===== src/rtl/nbt_pkg.sv =====
// constants and types for the nand busy-timing host controller
// assumes a 25 MHz mclk and an APB slave port on the software side
// Notes on behaviour
// - die drops ready within 100 ns; host issues nothing in that window
// - host programs an ordinary page once, one-time pages up to eight times; code allows one program per address, no one-time count
// - host sends no 70h or 78h during an interface switch
// - host waits 200 ns after a column change before data transfer
// - read cycles under 30 ns use extended output capture
// - first host command after power-on is reset, then wait for ready
package nbt_pkg;
  localparam int CLK_MHZ = 25;
  localparam int CLK_NS  = 40;

  localparam int STROBE_TO_BUSY_NS = 100;
  localparam int COLUMN_CHANGE_NS  = 200;
  localparam int EXT_READ_LIMIT_NS = 30;
  localparam int WB_CYC   = (STROBE_TO_BUSY_NS + CLK_NS - 1) / CLK_NS;
  localparam int CCS_CYC  = (COLUMN_CHANGE_NS + CLK_NS - 1) / CLK_NS;
  localparam int POR_RESET_US   = 1000;
  localparam int ERASE_MAX_US   = 10000;
  localparam int PROGRAM_MAX_US = 2200;
  localparam int READ_MAX_US    = 50;
  localparam int TIMEOUT_DEF_US = 2 * ERASE_MAX_US;
  localparam int TIMEOUT_DEF    = TIMEOUT_DEF_US * CLK_MHZ;
  localparam int PROGRAM_LIMIT_OTP = 8;

  localparam logic [7:0] CMD_RESET    = 8'hff;
  localparam logic [7:0] CMD_SETFEAT  = 8'hef;
  localparam logic [7:0] CMD_STATUS   = 8'h70;
  localparam logic [7:0] CMD_STATUSX  = 8'h78;
  localparam logic [7:0] CMD_COLREAD  = 8'he0;
  localparam logic [7:0] CMD_COLWRITE = 8'h85;
  localparam logic [7:0] CMD_PROGRAM  = 8'h10;

  localparam logic [11:0] OFF_CTRL   = 12'h000;
  localparam logic [11:0] OFF_STATUS = 12'h004;
  localparam logic [11:0] OFF_DATA   = 12'h008;
  localparam logic [11:0] OFF_ISTAT  = 12'h00c;
  localparam logic [11:0] OFF_IEN    = 12'h010;
  localparam logic [11:0] OFF_ICLR   = 12'h014;
  localparam logic [11:0] OFF_TLIM   = 12'h018;

  localparam int CTRL_KIND_LSB = 8;
  localparam int CTRL_GO_BIT   = 10;
  localparam int CTRL_EXT_BIT  = 11;
  localparam int IRQ_DONE  = 0;
  localparam int IRQ_TOUT  = 1;
  localparam int IRQ_BLOCK = 2;

  typedef enum logic [1:0] {KIND_CMD, KIND_ADDR, KIND_WDATA, KIND_RDATA} nbt_kind_type;

  typedef struct packed {
    logic       cmdLatch;
    logic       addrLatch;
    logic       chipEnable_n;
    logic       writeStrobe_n;
    logic       readStrobe_n;
    logic [7:0] dataOut;
    logic       dataOe_n;
  } nbt_pins_type;
endpackage

===== src/rtl/nbt_host.sv =====
// host controller: software cycles over APB drive one nand die's async bus
// assumes the die pins are asynchronous; busy pin and data in are synchronised
//
// The implementer's own choices: the address map and the APB register port.
`timescale 1ns/1ns
module nbt_host
  import nbt_pkg::*;
#(
  parameter int TIMEOUT_CYC = TIMEOUT_DEF
)(
  input  wire logic        mclk,
  input  wire logic        rst,
  input  wire logic        psel,
  input  wire logic        penable,
  input  wire logic        pwrite,
  input  wire logic [11:0] paddr,
  input  wire logic [31:0] pwdata,
  output logic [31:0]      prdata,
  output logic             pready,
  output logic             pslverr,
  output nbt_pins_type     pins,
  input  wire logic [7:0]  dataIn,
  input  wire logic        readyBusy_n,
  output logic             irq
);
  typedef enum {ST_IDLE, ST_LOW, ST_HIGH, ST_WB, ST_BUSY, ST_GAP} nbt_state_type;

  nbt_state_type state_reg, state_next;
  nbt_pins_type  pins_reg, pins_next;
  logic [31:0]   prdata_reg, prdata_next;
  logic          pready_reg, pready_next;
  logic          pslverr_reg, pslverr_next;
  logic [1:0]    kind_reg, kind_next;
  logic          extRead_reg, extRead_next;
  logic          waitBusy_reg, waitBusy_next;
  logic          resetSeen_reg, resetSeen_next;
  logic          switching_reg, switching_next;
  logic          pageArmed_reg, pageArmed_next;
  logic [7:0]    rdByte_reg, rdByte_next;
  logic [31:0]   cnt_reg, cnt_next;
  logic [31:0]   tlim_reg, tlim_next;
  logic [2:0]    ist_reg, ist_next;
  logic [2:0]    ien_reg, ien_next;
  logic          irq_reg, irq_next;
  logic [1:0]    rbSync_reg;
  logic [7:0]    dq1_reg, dq2_reg;
  logic [2:0]    evt;

  function automatic logic isBusyCmd(input logic [7:0] c);
    return c != CMD_STATUS && c != CMD_STATUSX && c != CMD_COLREAD && c != CMD_COLWRITE;
  endfunction

  always_ff @(posedge mclk)
  begin
    rbSync_reg <= {rbSync_reg[0], readyBusy_n};
    dq1_reg    <= dataIn;
    dq2_reg    <= dq1_reg;
  end

  wire logic access = psel && penable && !pready_reg;
  wire logic rbReady = rbSync_reg[1];

  always_comb
  begin
    state_next = state_reg;
    pins_next = pins_reg;
    prdata_next = prdata_reg;
    pready_next = 1'b0;
    pslverr_next = 1'b0;
    kind_next = kind_reg;
    extRead_next = extRead_reg;
    waitBusy_next = waitBusy_reg;
    resetSeen_next = resetSeen_reg;
    switching_next = switching_reg;
    pageArmed_next = pageArmed_reg;
    rdByte_next = rdByte_reg;
    cnt_next = cnt_reg;
    tlim_next = tlim_reg;
    ien_next = ien_reg;
    evt = 3'h0;
    case (state_reg)
      ST_IDLE:
      begin
        if (access)
        begin
          pready_next = 1'b1;
          case (paddr)
            OFF_CTRL:
              if (pwrite && pwdata[CTRL_GO_BIT])
              begin
                kind_next = pwdata[CTRL_KIND_LSB +: 2];
                extRead_next = pwdata[CTRL_EXT_BIT];
                // not-yet-reset die refuses all but reset; an interface switch refuses 70h and 78h
                // a repeat program confirm with no fresh address would reprogram the same page;
                // one-time pages allow more partial programs, which software has to police
                if ((!resetSeen_reg
                     && !(pwdata[9:8] == KIND_CMD && pwdata[7:0] == CMD_RESET))
                    || (switching_reg && pwdata[9:8] == KIND_CMD
                        && (pwdata[7:0] == CMD_STATUS || pwdata[7:0] == CMD_STATUSX))
                    || (!pageArmed_reg && pwdata[9:8] == KIND_CMD
                        && pwdata[7:0] == CMD_PROGRAM))
                begin
                  pslverr_next = 1'b1;
                  evt[IRQ_BLOCK] = 1'b1;
                end
                else
                begin
                  pready_next = 1'b0;
                  waitBusy_next = pwdata[9:8] == KIND_CMD && isBusyCmd(pwdata[7:0]);
                  if (pwdata[9:8] == KIND_CMD && pwdata[7:0] == CMD_RESET)
                    resetSeen_next = 1'b1;
                  if (pwdata[9:8] == KIND_ADDR)
                    pageArmed_next = 1'b1;
                  else if (pwdata[9:8] == KIND_CMD && pwdata[7:0] == CMD_PROGRAM)
                    pageArmed_next = 1'b0;
                  switching_next = pwdata[9:8] == KIND_CMD
                                   && (pwdata[7:0] == CMD_SETFEAT || pwdata[7:0] == CMD_RESET);
                  pins_next.chipEnable_n = 1'b0;
                  pins_next.cmdLatch = pwdata[9:8] == KIND_CMD;
                  pins_next.addrLatch = pwdata[9:8] == KIND_ADDR;
                  pins_next.dataOut = pwdata[7:0];
                  pins_next.dataOe_n = pwdata[9:8] == KIND_RDATA;
                  if (pwdata[9:8] == KIND_RDATA)
                    pins_next.readStrobe_n = 1'b0;
                  else
                    pins_next.writeStrobe_n = 1'b0;
                  state_next = ST_LOW;
                end
              end
            OFF_STATUS:
              prdata_next = {22'h0, switching_reg, resetSeen_reg, rdByte_reg}
                            | {23'h0, 1'b0, 8'h0} | (rbReady ? 32'h0000_0400 : 32'h0);
            OFF_DATA:  prdata_next = {24'h0, rdByte_reg};
            OFF_ISTAT: prdata_next = {29'h0, ist_reg};
            OFF_IEN:
            begin
              prdata_next = {29'h0, ien_reg};
              if (pwrite)
                ien_next = pwdata[2:0];
            end
            OFF_ICLR:  prdata_next = 32'h0;
            OFF_TLIM:
            begin
              prdata_next = tlim_reg;
              if (pwrite)
                tlim_next = pwdata;
            end
            default:   pslverr_next = 1'b1;
          endcase
        end
      end
      ST_LOW:
      begin
        // one cycle low and one high gives 40 ns low and high phases, well past min widths
        pins_next.writeStrobe_n = 1'b1;
        pins_next.readStrobe_n = 1'b1;
        state_next = ST_HIGH;
      end
      ST_HIGH:
      begin
        pins_next.cmdLatch = 1'b0;
        pins_next.addrLatch = 1'b0;
        pins_next.dataOe_n = 1'b1;
        cnt_next = 32'h0;
        state_next = ST_WB;
      end
      ST_WB:
      begin
        // no activity until busy has surely fallen and been synchronised
        cnt_next = cnt_reg + 32'h1;
        // synced data: count 0 holds the strobe-low sample, count 1 the one held after the rise
        if (kind_reg == KIND_RDATA && cnt_reg == (extRead_reg ? 32'h1 : 32'h0))
          rdByte_next = dq2_reg;
        if (cnt_reg >= 32'(WB_CYC + CCS_CYC + 2))
        begin
          cnt_next = 32'h0;
          state_next = waitBusy_reg ? ST_BUSY : ST_GAP;
        end
      end
      ST_BUSY:
      begin
        cnt_next = cnt_reg + 32'h1;
        if (rbReady)
        begin
          switching_next = 1'b0;
          evt[IRQ_DONE] = 1'b1;
          state_next = ST_GAP;
        end
        else if (cnt_reg >= tlim_reg)
        begin
          evt[IRQ_TOUT] = 1'b1;
          state_next = ST_GAP;
        end
      end
      ST_GAP:
      begin
        pready_next = 1'b1;
        pins_next.chipEnable_n = 1'b1;
        state_next = ST_IDLE;
      end
      default: state_next = ST_IDLE;
    endcase
    // set beats clear
    ist_next = (ist_reg & ~((access && pwrite && paddr == OFF_ICLR && state_reg == ST_IDLE)
                           ? pwdata[2:0] : 3'h0)) | evt;
    irq_next = |(ist_next & ien_next);
  end

  always_ff @(posedge mclk)
  begin
    if (rst)
    begin
      state_reg <= ST_IDLE;
      pins_reg <= '{cmdLatch: 1'b0, addrLatch: 1'b0, chipEnable_n: 1'b1, writeStrobe_n: 1'b1,
                    readStrobe_n: 1'b1, dataOut: 8'h00, dataOe_n: 1'b1};
      prdata_reg <= 32'h0;
      pready_reg <= 1'b0;
      pslverr_reg <= 1'b0;
      kind_reg <= 2'h0;
      extRead_reg <= 1'b0;
      waitBusy_reg <= 1'b0;
      resetSeen_reg <= 1'b0;
      switching_reg <= 1'b0;
      pageArmed_reg <= 1'b0;
      rdByte_reg <= 8'h00;
      cnt_reg <= 32'h0;
      tlim_reg <= 32'(TIMEOUT_CYC);
      ist_reg <= 3'h0;
      ien_reg <= 3'h0;
      irq_reg <= 1'b0;
    end
    else
    begin
      state_reg <= state_next;
      pins_reg <= pins_next;
      prdata_reg <= prdata_next;
      pready_reg <= pready_next;
      pslverr_reg <= pslverr_next;
      kind_reg <= kind_next;
      extRead_reg <= extRead_next;
      waitBusy_reg <= waitBusy_next;
      resetSeen_reg <= resetSeen_next;
      switching_reg <= switching_next;
      pageArmed_reg <= pageArmed_next;
      rdByte_reg <= rdByte_next;
      cnt_reg <= cnt_next;
      tlim_reg <= tlim_next;
      ist_reg <= ist_next;
      ien_reg <= ien_next;
      irq_reg <= irq_next;
    end
  end

  assign pins = pins_reg;
  assign prdata = prdata_reg;
  assign pready = pready_reg;
  assign pslverr = pslverr_reg;
  assign irq = irq_reg;

  a_wb_quiet: assert property (@(posedge mclk) disable iff (rst)
    (state_reg == ST_HIGH) |=> (pins_reg.writeStrobe_n && pins_reg.readStrobe_n)[*4])
    else $error("strobe moved inside the busy settle window");
  a_reset_first: assert property (@(posedge mclk) disable iff (rst)
    (state_reg == ST_LOW && !pins_reg.writeStrobe_n && pins_reg.cmdLatch)
    |-> resetSeen_reg)
    else $error("command issued before the first reset");
  a_no_status_switch: assert property (@(posedge mclk) disable iff (rst)
    (state_reg == ST_LOW && pins_reg.cmdLatch && $past(switching_reg)
     && $past(state_reg) == ST_IDLE)
    |-> !(pins_reg.dataOut == CMD_STATUS || pins_reg.dataOut == CMD_STATUSX))
    else $error("status read during interface switch");
  a_done_on_ready: assert property (@(posedge mclk) disable iff (rst)
    (state_reg == ST_BUSY && rbReady) |=> (state_reg == ST_GAP) ##1 pready_reg)
    else $error("ready not acknowledged in two cycles");
  a_timeout_irq: assert property (@(posedge mclk) disable iff (rst)
    (state_reg == ST_BUSY && !rbReady && cnt_reg >= tlim_reg) |=> ist_reg[IRQ_TOUT])
    else $error("timeout not flagged");
  a_ext_capture: assert property (@(posedge mclk) disable iff (rst)
    (state_reg == ST_WB && cnt_reg == 32'h1 && kind_reg == KIND_RDATA && extRead_reg)
    |=> rdByte_reg == $past(dq2_reg))
    else $error("extended capture took wrong sample");
  a_one_program: assert property (@(posedge mclk) disable iff (rst)
    (state_reg == ST_LOW && pins_reg.cmdLatch && pins_reg.dataOut == CMD_PROGRAM)
    |-> $past(pageArmed_reg))
    else $error("page programmed twice without a new address");
  a_irq_level: assert property (@(posedge mclk) disable iff (rst)
    ##1 irq_reg == |($past(ist_next) & $past(ien_next)))
    else $error("irq out of step with status");
  a_ce_released: assert property (@(posedge mclk) disable iff (rst)
    (state_reg == ST_GAP) |=> pins_reg.chipEnable_n && pready_reg)
    else $error("chip enable held after transfer");
endmodule


===== config.mk =====
export PLATFORM = sky130hd
export DESIGN_NAME = nbt_host
export DESIGN_NICKNAME = d
export VERILOG_FILES = /design/src/rtl/nbt_pkg.sv /design/src/rtl/nbt_host.sv
export SDC_FILE = /design/constraint.sdc
export NUM_CORES = 1
export LEC_CHECK = 0
export BUFFER_PORTS_ARGS = -buffer_cell sky130_fd_sc_hd__clkbuf_2
export CORE_UTILIZATION = 36
export CTS_BUF_LIST = sky130_fd_sc_hd__clkbuf_2
export DETAILED_ROUTE_END_ITERATION = 8
export PLACE_DENSITY = 0.66
export SYNTH_ARGS = -nofsm -noshare
export SYNTH_HDL_FRONTEND = slang
export SYNTH_SLANG_ARGS = --single-unit

===== constraint.sdc =====
create_clock -name mclk -period 3.4 [get_ports mclk]
set_clock_uncertainty 0.15 [all_clocks]
set_input_delay 0.34 -clock mclk [delete_from_list [all_inputs] [get_ports mclk]]
set_output_delay 0.34 -clock mclk [all_outputs]
set_load 0.005 [all_outputs]

After elaboration in Yosys (flattened, before gate mapping) --
Cells that the tools add are included.
Cells by class: $add $sub $neg 1, order comparisons 2, eq/ne operators 33, multiplexer cells 51, bitwise logic cells 8, reductions and logical operators 54
Operator list (count):
- 32-bit two-way mux | 8
- 32-bit one-hot mux with 6 select lines | 1
- 32-bit one-hot mux with 5 select lines | 1
- 32-bit one-hot mux with 3 select lines | 1
- 32-bit by 2-bit == test with 1-bit output, second input constant | 2
- 32-bit by 3-bit == test with 1-bit output, second input constant | 2
- 32-bit logical NOT | 2
- 14-bit two-way mux | 4
- 12-bit by 5-bit == test with 1-bit output, second input constant | 3
- 6-bit AND reduction | 6
- 32-bit by 1-bit adder with 32-bit output, second input constant | 1
- 32-bit by 1-bit == test with 1-bit output | 1
- 32-bit by 1-bit == test with 1-bit output, second input constant | 1
- 32-bit >= comparator | 1
- 32-bit by 4-bit >= comparator with 1-bit output, second input constant | 1
- 12-bit by 4-bit == test with 1-bit output, second input constant | 2
- 1-bit two-way mux | 22
- 1-bit logical AND | 19
- 8-bit by 7-bit == test with 1-bit output, second input constant | 2
- 8-bit == test, second input constant | 2
- 8-bit by 7-bit inequality test with 1-bit output, second input constant | 2
- 8-bit inequality test, second input constant | 2
- 3-bit two-way mux | 5
- 5-bit AND reduction | 3
- 28 further kinds | 55
Word-level totals: bits in registers 184, word-level logic and storage cells 175

Longest topological paths before layout --
Gate-level depths: netlist of run 1.
depth after elaboration 14, depth in mapped cells 10

Worst setup path after synthesis of run 1 --
Ideal clock, no wire load.
path type register to register, from register cnt_reg[0], to register irq_reg (netlist: irq), arrival time 2.250 ns, required time 3.104 ns, setup slack 0.854 ns, stages on the path, launching flop included 9, path buffers 0, clock period less this slack 2.546 ns, path through dfxtp_1 -> inv_1 -> ha_1 -> nand2b_1 -> a2111oi_0 -> nor4_1 -> o311a_1 -> a2111oi_0 -> o21ai_0
On the way: cells in the longest elaborated chain, start to end 7
RTL lines:
- start, declared | line nbt_host.sv:40 | logic [31:0] cnt_reg, cnt_next;
- start signal, assigned | line nbt_host.sv:246 | cnt_reg <= cnt_next;
- 32-bit >= comparator | line nbt_host.sv:189 | else if (cnt_reg >= tlim_reg)
- 1-bit two-way mux | line nbt_host.sv:189
- 1-bit two-way mux | line nbt_host.sv:183 | if (rbReady)
- 2-bit two-way mux | line nbt_host.sv:81 | case (state_reg)
- 3-bit bitwise OR | line nbt_host.sv:205 | ? pwdata[2:0] : 3'h0)) | evt;
- 3-bit bitwise AND | line nbt_host.sv:206 | irq_next = |(ist_next & ien_next);
- 3-bit OR reduction | line nbt_host.sv:206
- end signal, assigned | line nbt_host.sv:250 | irq_reg <= irq_next;
- end, declared | line nbt_host.sv:44 | logic irq_reg, irq_next;
Every way passes these cells. A chain may end at the register's enable or synchronous reset.

Worst setup path after layout of run 1 --
Same ends and word-level chain as after synthesis.

==> flow_summary_export.csv, run 1 <==
group,metric,value,unit
power_and_ir_drop,swShare,0.257,
sta,fin_crit_sh,0.880,
layout,mostFrequentLayoutCells,"155 x dfxtp_1, 124 x clkbuf_2, 123 x nand2_1, 96 x nor2_1, 64 x a21oi_1",
sta,setup_tns,0,ps
power_and_ir_drop,fin_total_pwr,3.03,mW
grt,grt_pass1_vias,6056,
hold_path,min_path_type,"primary input to flip-flop",
critical_path,rr_worst_depth,9,
layout,nFillCells,1930,
floorplanning,fp.dieW,143,µm
critical_path,reg2reg_from,"cnt_reg[0]",
sta,finalCriticalPeriod,2990,ps
sta,finalHoldViolations,0,
power_and_ir_drop,power_density,351,mW/mm²
power_and_ir_drop,p_int,2.25,mW
critical_path,r2r_setup_slack,410,ps
grt,antenna_found_initial,0,
clocking,path_clk_slew,250,ps
clocking,cts-root-buf,"clkbuf_2",
synthesis,syn-num-nets,945,
sta,slew_headroom,0.413,
detailed_routing,first_pass_iters,6,
critical_path,cpPeakStageDelay,500,ps
detailed_routing,ant_nets,0,
clocking,cts.sinks,155,
layout,syn_to_final_growth,21.2,%
layout,n_antenna_cell,0,
grt,grt_usage,0.192,
floorplanning,num_io_pins,107,
layout,final_common_cell,"dfxtp_1",
floorplanning,row_count,51,
floorplanning,dieHeight,143,µm
synthesis,synth_seq_cells,155,
power_and_ir_drop,peakVddDrop,0.223,mV
critical_path,slowest_stage,"dfxtp_1",
synthesis,yosys_warnings,0,
place,place_congestion,0.919,
place,port_buffers,106,
outcome,outcome,"complete, no violations",
synthesis,syn-instance-count,853,
synthesis,synthFlopType,"dfxtp_1",
critical_path,worst_path_dominant_cell_family,"compound AO/OA/AOI/OAI gates",
critical_path,critPathCaptureType,"flip-flop",
clocking,cts-buffers-inserted,17,
critical_path,worst_setup_path_start_kind,"flip-flop",
clocking,cts_tree,"yes",
sta,setup_viol,0,
sta,rsz0062_at_grt,"no",
clocking,clk_latency,740,ps
synthesis,synthArstFlopShare,0,
hold_path,hold_depth,2,
synthesis,syn-cell-area,0.00714,mm²
layout,fin_nets,1089,
place,dp_hpwl,13600,µm
floorplanning,core,0.0195,mm²
critical_path,crit_path_end,"irq",
grt,grt_max_degree,83,
power_and_ir_drop,pwr-share-clk,0.340,
grt,grt_overflow,0,
layout,fin_util,0.444,
synthesis,synth_edf_count,0,
critical_path,critPathArrivalTime,3450,ps
critical_path,r2r_end,"irq",
critical_path,critPathMaxFanout,5,
detailed_routing,drt-initial-drc-count,475,
sta,finalMaxSlewViolations,0,
critical_path,critical_path.startpoint,"cnt_reg[0]",
critical_path,timing.critical_path.buf_inv,2,
synthesis,ys_seq_area_frac,0.435,
critical_path,crit_chain,"inv_1 > ha_1 > nand2b_1 > a2111oi_0 > nor4_1 > o311a_1 > a2111oi_1 > buf_4 > o21ai_0",
power_and_ir_drop,pwr-share-comb,0.054,
sta,worst_pin_slew,881,ps
critical_path,required,3860,ps
power_and_ir_drop,leakage,3.28,nW
detailed_routing,vias,6616,
synthesis,synth_cell_types,60,
detailed_routing,drc,0,
detailed_routing,wl_per_cell,14.9,µm
power_and_ir_drop,power_switching,0.780,mW
critical_path,crit_cells,9,
floorplanning,start_util,0.367,
detailed_routing,routed_via_density,5.19,
clocking,cts_max_path_buffers,2,
grt,grt_pass1_wl,30600,µm
power_and_ir_drop,seqPwrFrac,0.606,
layout,drive_gt1_frac,0.170,
floorplanning,die-area,0.0204,mm²
sta,fmax,334,MHz
synthesis,synth.avg_cell_area,8.37,µm²
flow_run,maxCapViolations,0,
detailed_routing,routed_wl,19000,µm
clocking,h-tree-depth,4,
critical_path,path_class,"flip-flop to flip-flop",
==> metrics by stage <==
step | setup slack [ps] | area (µm²) | hold slack (ps) | std cells
2_1_floorplan | 854 | 7140 | 160 | 853
3_3_place_gp | 451 | 7930 | 162 | 1195
3_5_place_dp | 407 | 7930 | 162 | 1195
4_1_cts | 285 | 8650 | 0.100 | 1275
5_1_grt | 198 | 8650 | 13.6 | 1275
6_report | 408 | 8650 | 78.1 | 1275
==> layout make-up <==
class | count | area (µm²) | area share
clock buffer | 19 | 95.1 | 0.0110
clock inverter | 13 | 141 | 0.0163
inverter | 47 | 176 | 0.0204
multi-input combinational | 605 | 3660 | 0.424
sequential | 155 | 3100 | 0.359
tap | 265 | 332 | 0.0383
timing repair buffer | 171 | 1140 | 0.132
==> worst reg2reg max path, cell delays in order (launching register included) <==
cell	delay (ps)
dfxtp_1	500
inv_1	110
ha_1	290
nand2b_1	140
a2111oi_0	490
nor4_1	110
o311a_1	300
a2111oi_1	480
buf_4	220
o21ai_0	80
==> cell usage after synthesis, drive strengths merged, types with 6 or more instances <==
cell | instances | area share
nor2 | 96 | 0.051
nor2b | 6 | 0.0053
a211oi | 17 | 0.020
inv | 46 | 0.024
nor3 | 24 | 0.018
o21ai | 22 | 0.015
buf | 14 | 0.012
nand4 | 19 | 0.017
xnor2 | 9 | 0.011
ha | 34 | 0.060
dfxtp | 155 | 0.43
a32oi | 6 | 0.0074
a22oi | 21 | 0.022
nand3 | 29 | 0.020
a31oi | 6 | 0.0053
mux2i | 11 | 0.015
a21oi | 64 | 0.045
o211ai | 8 | 0.0084
xor2 | 17 | 0.021
or3 | 9 | 0.0079
nand2 | 123 | 0.065
and4 | 8 | 0.0098
clkbuf | 32 | 0.017
nor4 | 15 | 0.014
==> what timing repair did <==
action,4_1_cts,5_1_grt
resized for setup,0,1
setup endpoints to repair,0,1
hold buffers,48,0
endpoints found under the hold margin,76,0
setup buffers,0,0
==> cell families after synthesis <==
group	count (synthesis)	synth area share
compound gates	174	0.166
fa+ha+maj	34	0.0596
mux	11	0.0154
buf+inv	93	0.0533
simple gates	360	0.239
flops	155	0.435
xor+xnor	26	0.0319
==> power by group through the flow <==
stage,clock network (mW),logic [mW],registers [mW]
after floorplan,0,0.0547,1.87
after global placement,0,0.119,1.87
after detailed placement,0,0.120,1.87
after CTS,1.06,0.161,1.84
after global routing,1.14,0.177,1.84
final,1.03,0.163,1.84
==> worst min path at each step <==
stage	from	slack, ps	to
global placement	dq1_reg[6]	160	dq2_reg[6]
floorplan	dq1_reg[0]	160	dq2_reg[0]
CTS	pwrite	0.1	ist_reg[0]
finish	dataIn[5]	80	dq1_reg[5]
detailed placement	dq1_reg[4]	160	dq2_reg[4]
global route	pwrite	10	ist_reg[0]
==> layer usage <==
metal,wire length (µm),global-route usage,vias up
li1,-,-,3304
met1,8950,0.257,3093
met2,8840,0.309,194
met3,1010,0.0433,25
met4,249,0.0538,0
met5,0,0,-
(Power assumes the default switching activity.)
==> run 2, diff against run 1 <==
--- a/config.mk
+++ b/config.mk
@@ -6,10 +6,10 @@
 export NUM_CORES = 1
 export LEC_CHECK = 0
 export BUFFER_PORTS_ARGS = -buffer_cell sky130_fd_sc_hd__clkbuf_2
-export CORE_UTILIZATION = 36
+export CORE_UTILIZATION = 41
 export CTS_BUF_LIST = sky130_fd_sc_hd__clkbuf_2
 export DETAILED_ROUTE_END_ITERATION = 8
-export PLACE_DENSITY = 0.66
+export PLACE_DENSITY = 0.72
 export SYNTH_ARGS = -nofsm -noshare
 export SYNTH_HDL_FRONTEND = slang
 export SYNTH_SLANG_ARGS = --single-unit
==> flow_summary_export.csv, run 2 (synthesized netlist as in run 1, its figures left out) <==
group,metric,value,unit
clocking,cts.sinks,155,
layout,syn_to_final_growth,20.4,%
layout,fin_nets,1089,
detailed_routing,vias,6645,
floorplanning,core,0.0168,mm²
sta,finalMaxSlewViolations,0,
clocking,clk_latency,750,ps
clocking,cts_tree,"yes",
critical_path,crit_path_frequent_cell,"dlygate4sd3_1",
detailed_routing,routed_wl,19000,µm
grt,grt_usage,0.218,
detailed_routing,drc,0,
layout,drive_gt1_frac,0.162,
sta,slew_headroom,0.275,
hold_path,min_path_type,"primary input to flip-flop",
power_and_ir_drop,power_density,347,mW/mm²
floorplanning,die-area,0.0179,mm²
floorplanning,dieHeight,134,µm
detailed_routing,first_pass_iters,5,
detailed_routing,routed_via_density,5.41,
place,dp_hpwl,13000,µm
detailed_routing,wl_per_cell,15.5,µm
critical_path,cpPeakStageDelay,740,ps
power_and_ir_drop,peakVddDrop,0.207,mV
grt,grt_overflow,0,
clocking,path_clk_slew,200,ps
critical_path,critPathMaxFanout,13,
sta,setup_tns,0,ps
critical_path,critPathArrivalTime,3680,ps
detailed_routing,ant_nets,0,
critical_path,critPathCaptureType,"flip-flop",
grt,grt_max_degree,61,
floorplanning,num_io_pins,107,
sta,fin_crit_sh,0.936,
layout,nFillCells,1592,
critical_path,path_class,"primary input to flip-flop",
clocking,h-tree-depth,4,
place,place_congestion,0.895,
layout,final_common_cell,"dfxtp_1",
clocking,cts-root-buf,"clkbuf_2",
place,placed_cells,1145,
critical_path,crit_chain,"dlygate4sd3_1 > clkbuf_2 > or4b_2 > a2111oi_4 > nor4_2 > buf_4 > nand3_1 > dlygate4sd3_1 > a21oi_1 > dlygate4sd3_1",
grt,antenna_found_initial,1,
sta,worst_pin_slew,1090,ps
clocking,cts-buffers-inserted,17,
sta,setup_viol,0,
detailed_routing,drt-initial-drc-count,548,
layout,fin_cells,1229,
layout,mostFrequentLayoutCells,"155 x dfxtp_1, 123 x nand2_1, 123 x clkbuf_2, 96 x nor2_1, 64 x a21oi_1",
floorplanning,start_util,0.426,
sta,finalHoldViolations,0,
grt,grt_pass1_wl,30900,µm
place,port_buffers,106,
clocking,cts_max_path_buffers,2,
critical_path,slowest_stage,"or4b_2",
flow_run,maxCapViolations,0,
critical_path,worst_setup_path_start_kind,"primary input",
clocking,cts_setup_buffers,0,
critical_path,required,3900,ps
floorplanning,fp.dieW,134,µm
sta,rsz0062_at_grt,"no",
sta,fmax,314,MHz
grt,grt_pass1_vias,6238,
power_and_ir_drop,leakage,3.26,nW
outcome,outcome,"complete, no violations",
floorplanning,row_count,47,
sta,finalCriticalPeriod,3180,ps
==> run 2: cell types whose count changed in the layout (fill, tap and decap cells not counted) <==
cell	before	now
buf_4	17	12
clkinv_1	1	3
clkinv_2	3	1
clkinv_4	2	0
clkbuf_2	124	123
diode_2	0	1
dlygate4sd3_1	48	53
inv_6	3	1
clkinvlp_4	3	6
==> run 2: path summary, 6_finish.rpt <==
check	startpoint	endpoint	slack, ps	cells past startpoint
worst max-delay path	pwdata[0]	pins[6]	220	10
worst min register to register	dq1_reg[4]	dq2_reg[4]	180	0
worst max register to register	pageArmed_reg	pins[6]	400	8
worst min-delay path	paddr[11]	pins[2]	80	7
==> run 2: critical path: cells and delay by family <==
family | cells | cell delay, ps
AOI/OAI and AO/OA | 2 | 390
buffers and inverters | 5 | 2020
and+or+nand+nor | 3 | 920
==> run 2: routing by layer <==
metal / wire length (µm) / global-route usage
met2: 8750 / 0.356
met1: 8800 / 0.287
met5: 0 / 0
met4: 303 / 0.0657
met3: 1170 / 0.0457
==> run 2: report_power, final <==
group          total (mW)  switching (mW)  internal (mW)
Clock               0.978           0.653          0.325
Sequential           1.84         0.00471           1.83
Combinational       0.165          0.0903         0.0743
==> run 2: final cells by class <==
type | instances | area, µm² | share of cell area
tap | 220 | 275 | 0.0321
timing repair buffer | 171 | 1150 | 0.134
clock inverter | 12 | 126 | 0.0147
inverter | 47 | 176 | 0.0205
clock buffer | 18 | 90.1 | 0.0105
antenna | 1 | 2.50 | 0.000291
sequential | 155 | 3100 | 0.361
multi-input combinational | 605 | 3660 | 0.427
==> run 2: stage by stage <==
stage | hold WS, ps | instance area [µm²] | worst slack, ps | power [mW] | util
2_1_floorplan | 160 | 7140 | 854 | 1.93 | -
3_3_place_gp | 161 | 7840 | 560 | 1.99 | 0.468
3_5_place_dp | 162 | 7840 | 394 | 1.99 | 0.468
4_1_cts | 13.1 | 8580 | 344 | 3.00 | 0.512
5_1_grt | 5.56 | 8590 | 181 | 3.09 | 0.512
6_report | 79.9 | 8590 | 217 | 2.98 | 0.512
==> run 2: repair_timing <==
| item | 4_1_cts | 5_1_grt |
|---|---|---|
| gates resized for setup | 0 | 1 |
| endpoints found under the setup margin | 0 | 1 |
| hold endpoints to repair | 82 | 0 |
| hold buffers | 53 | 0 |
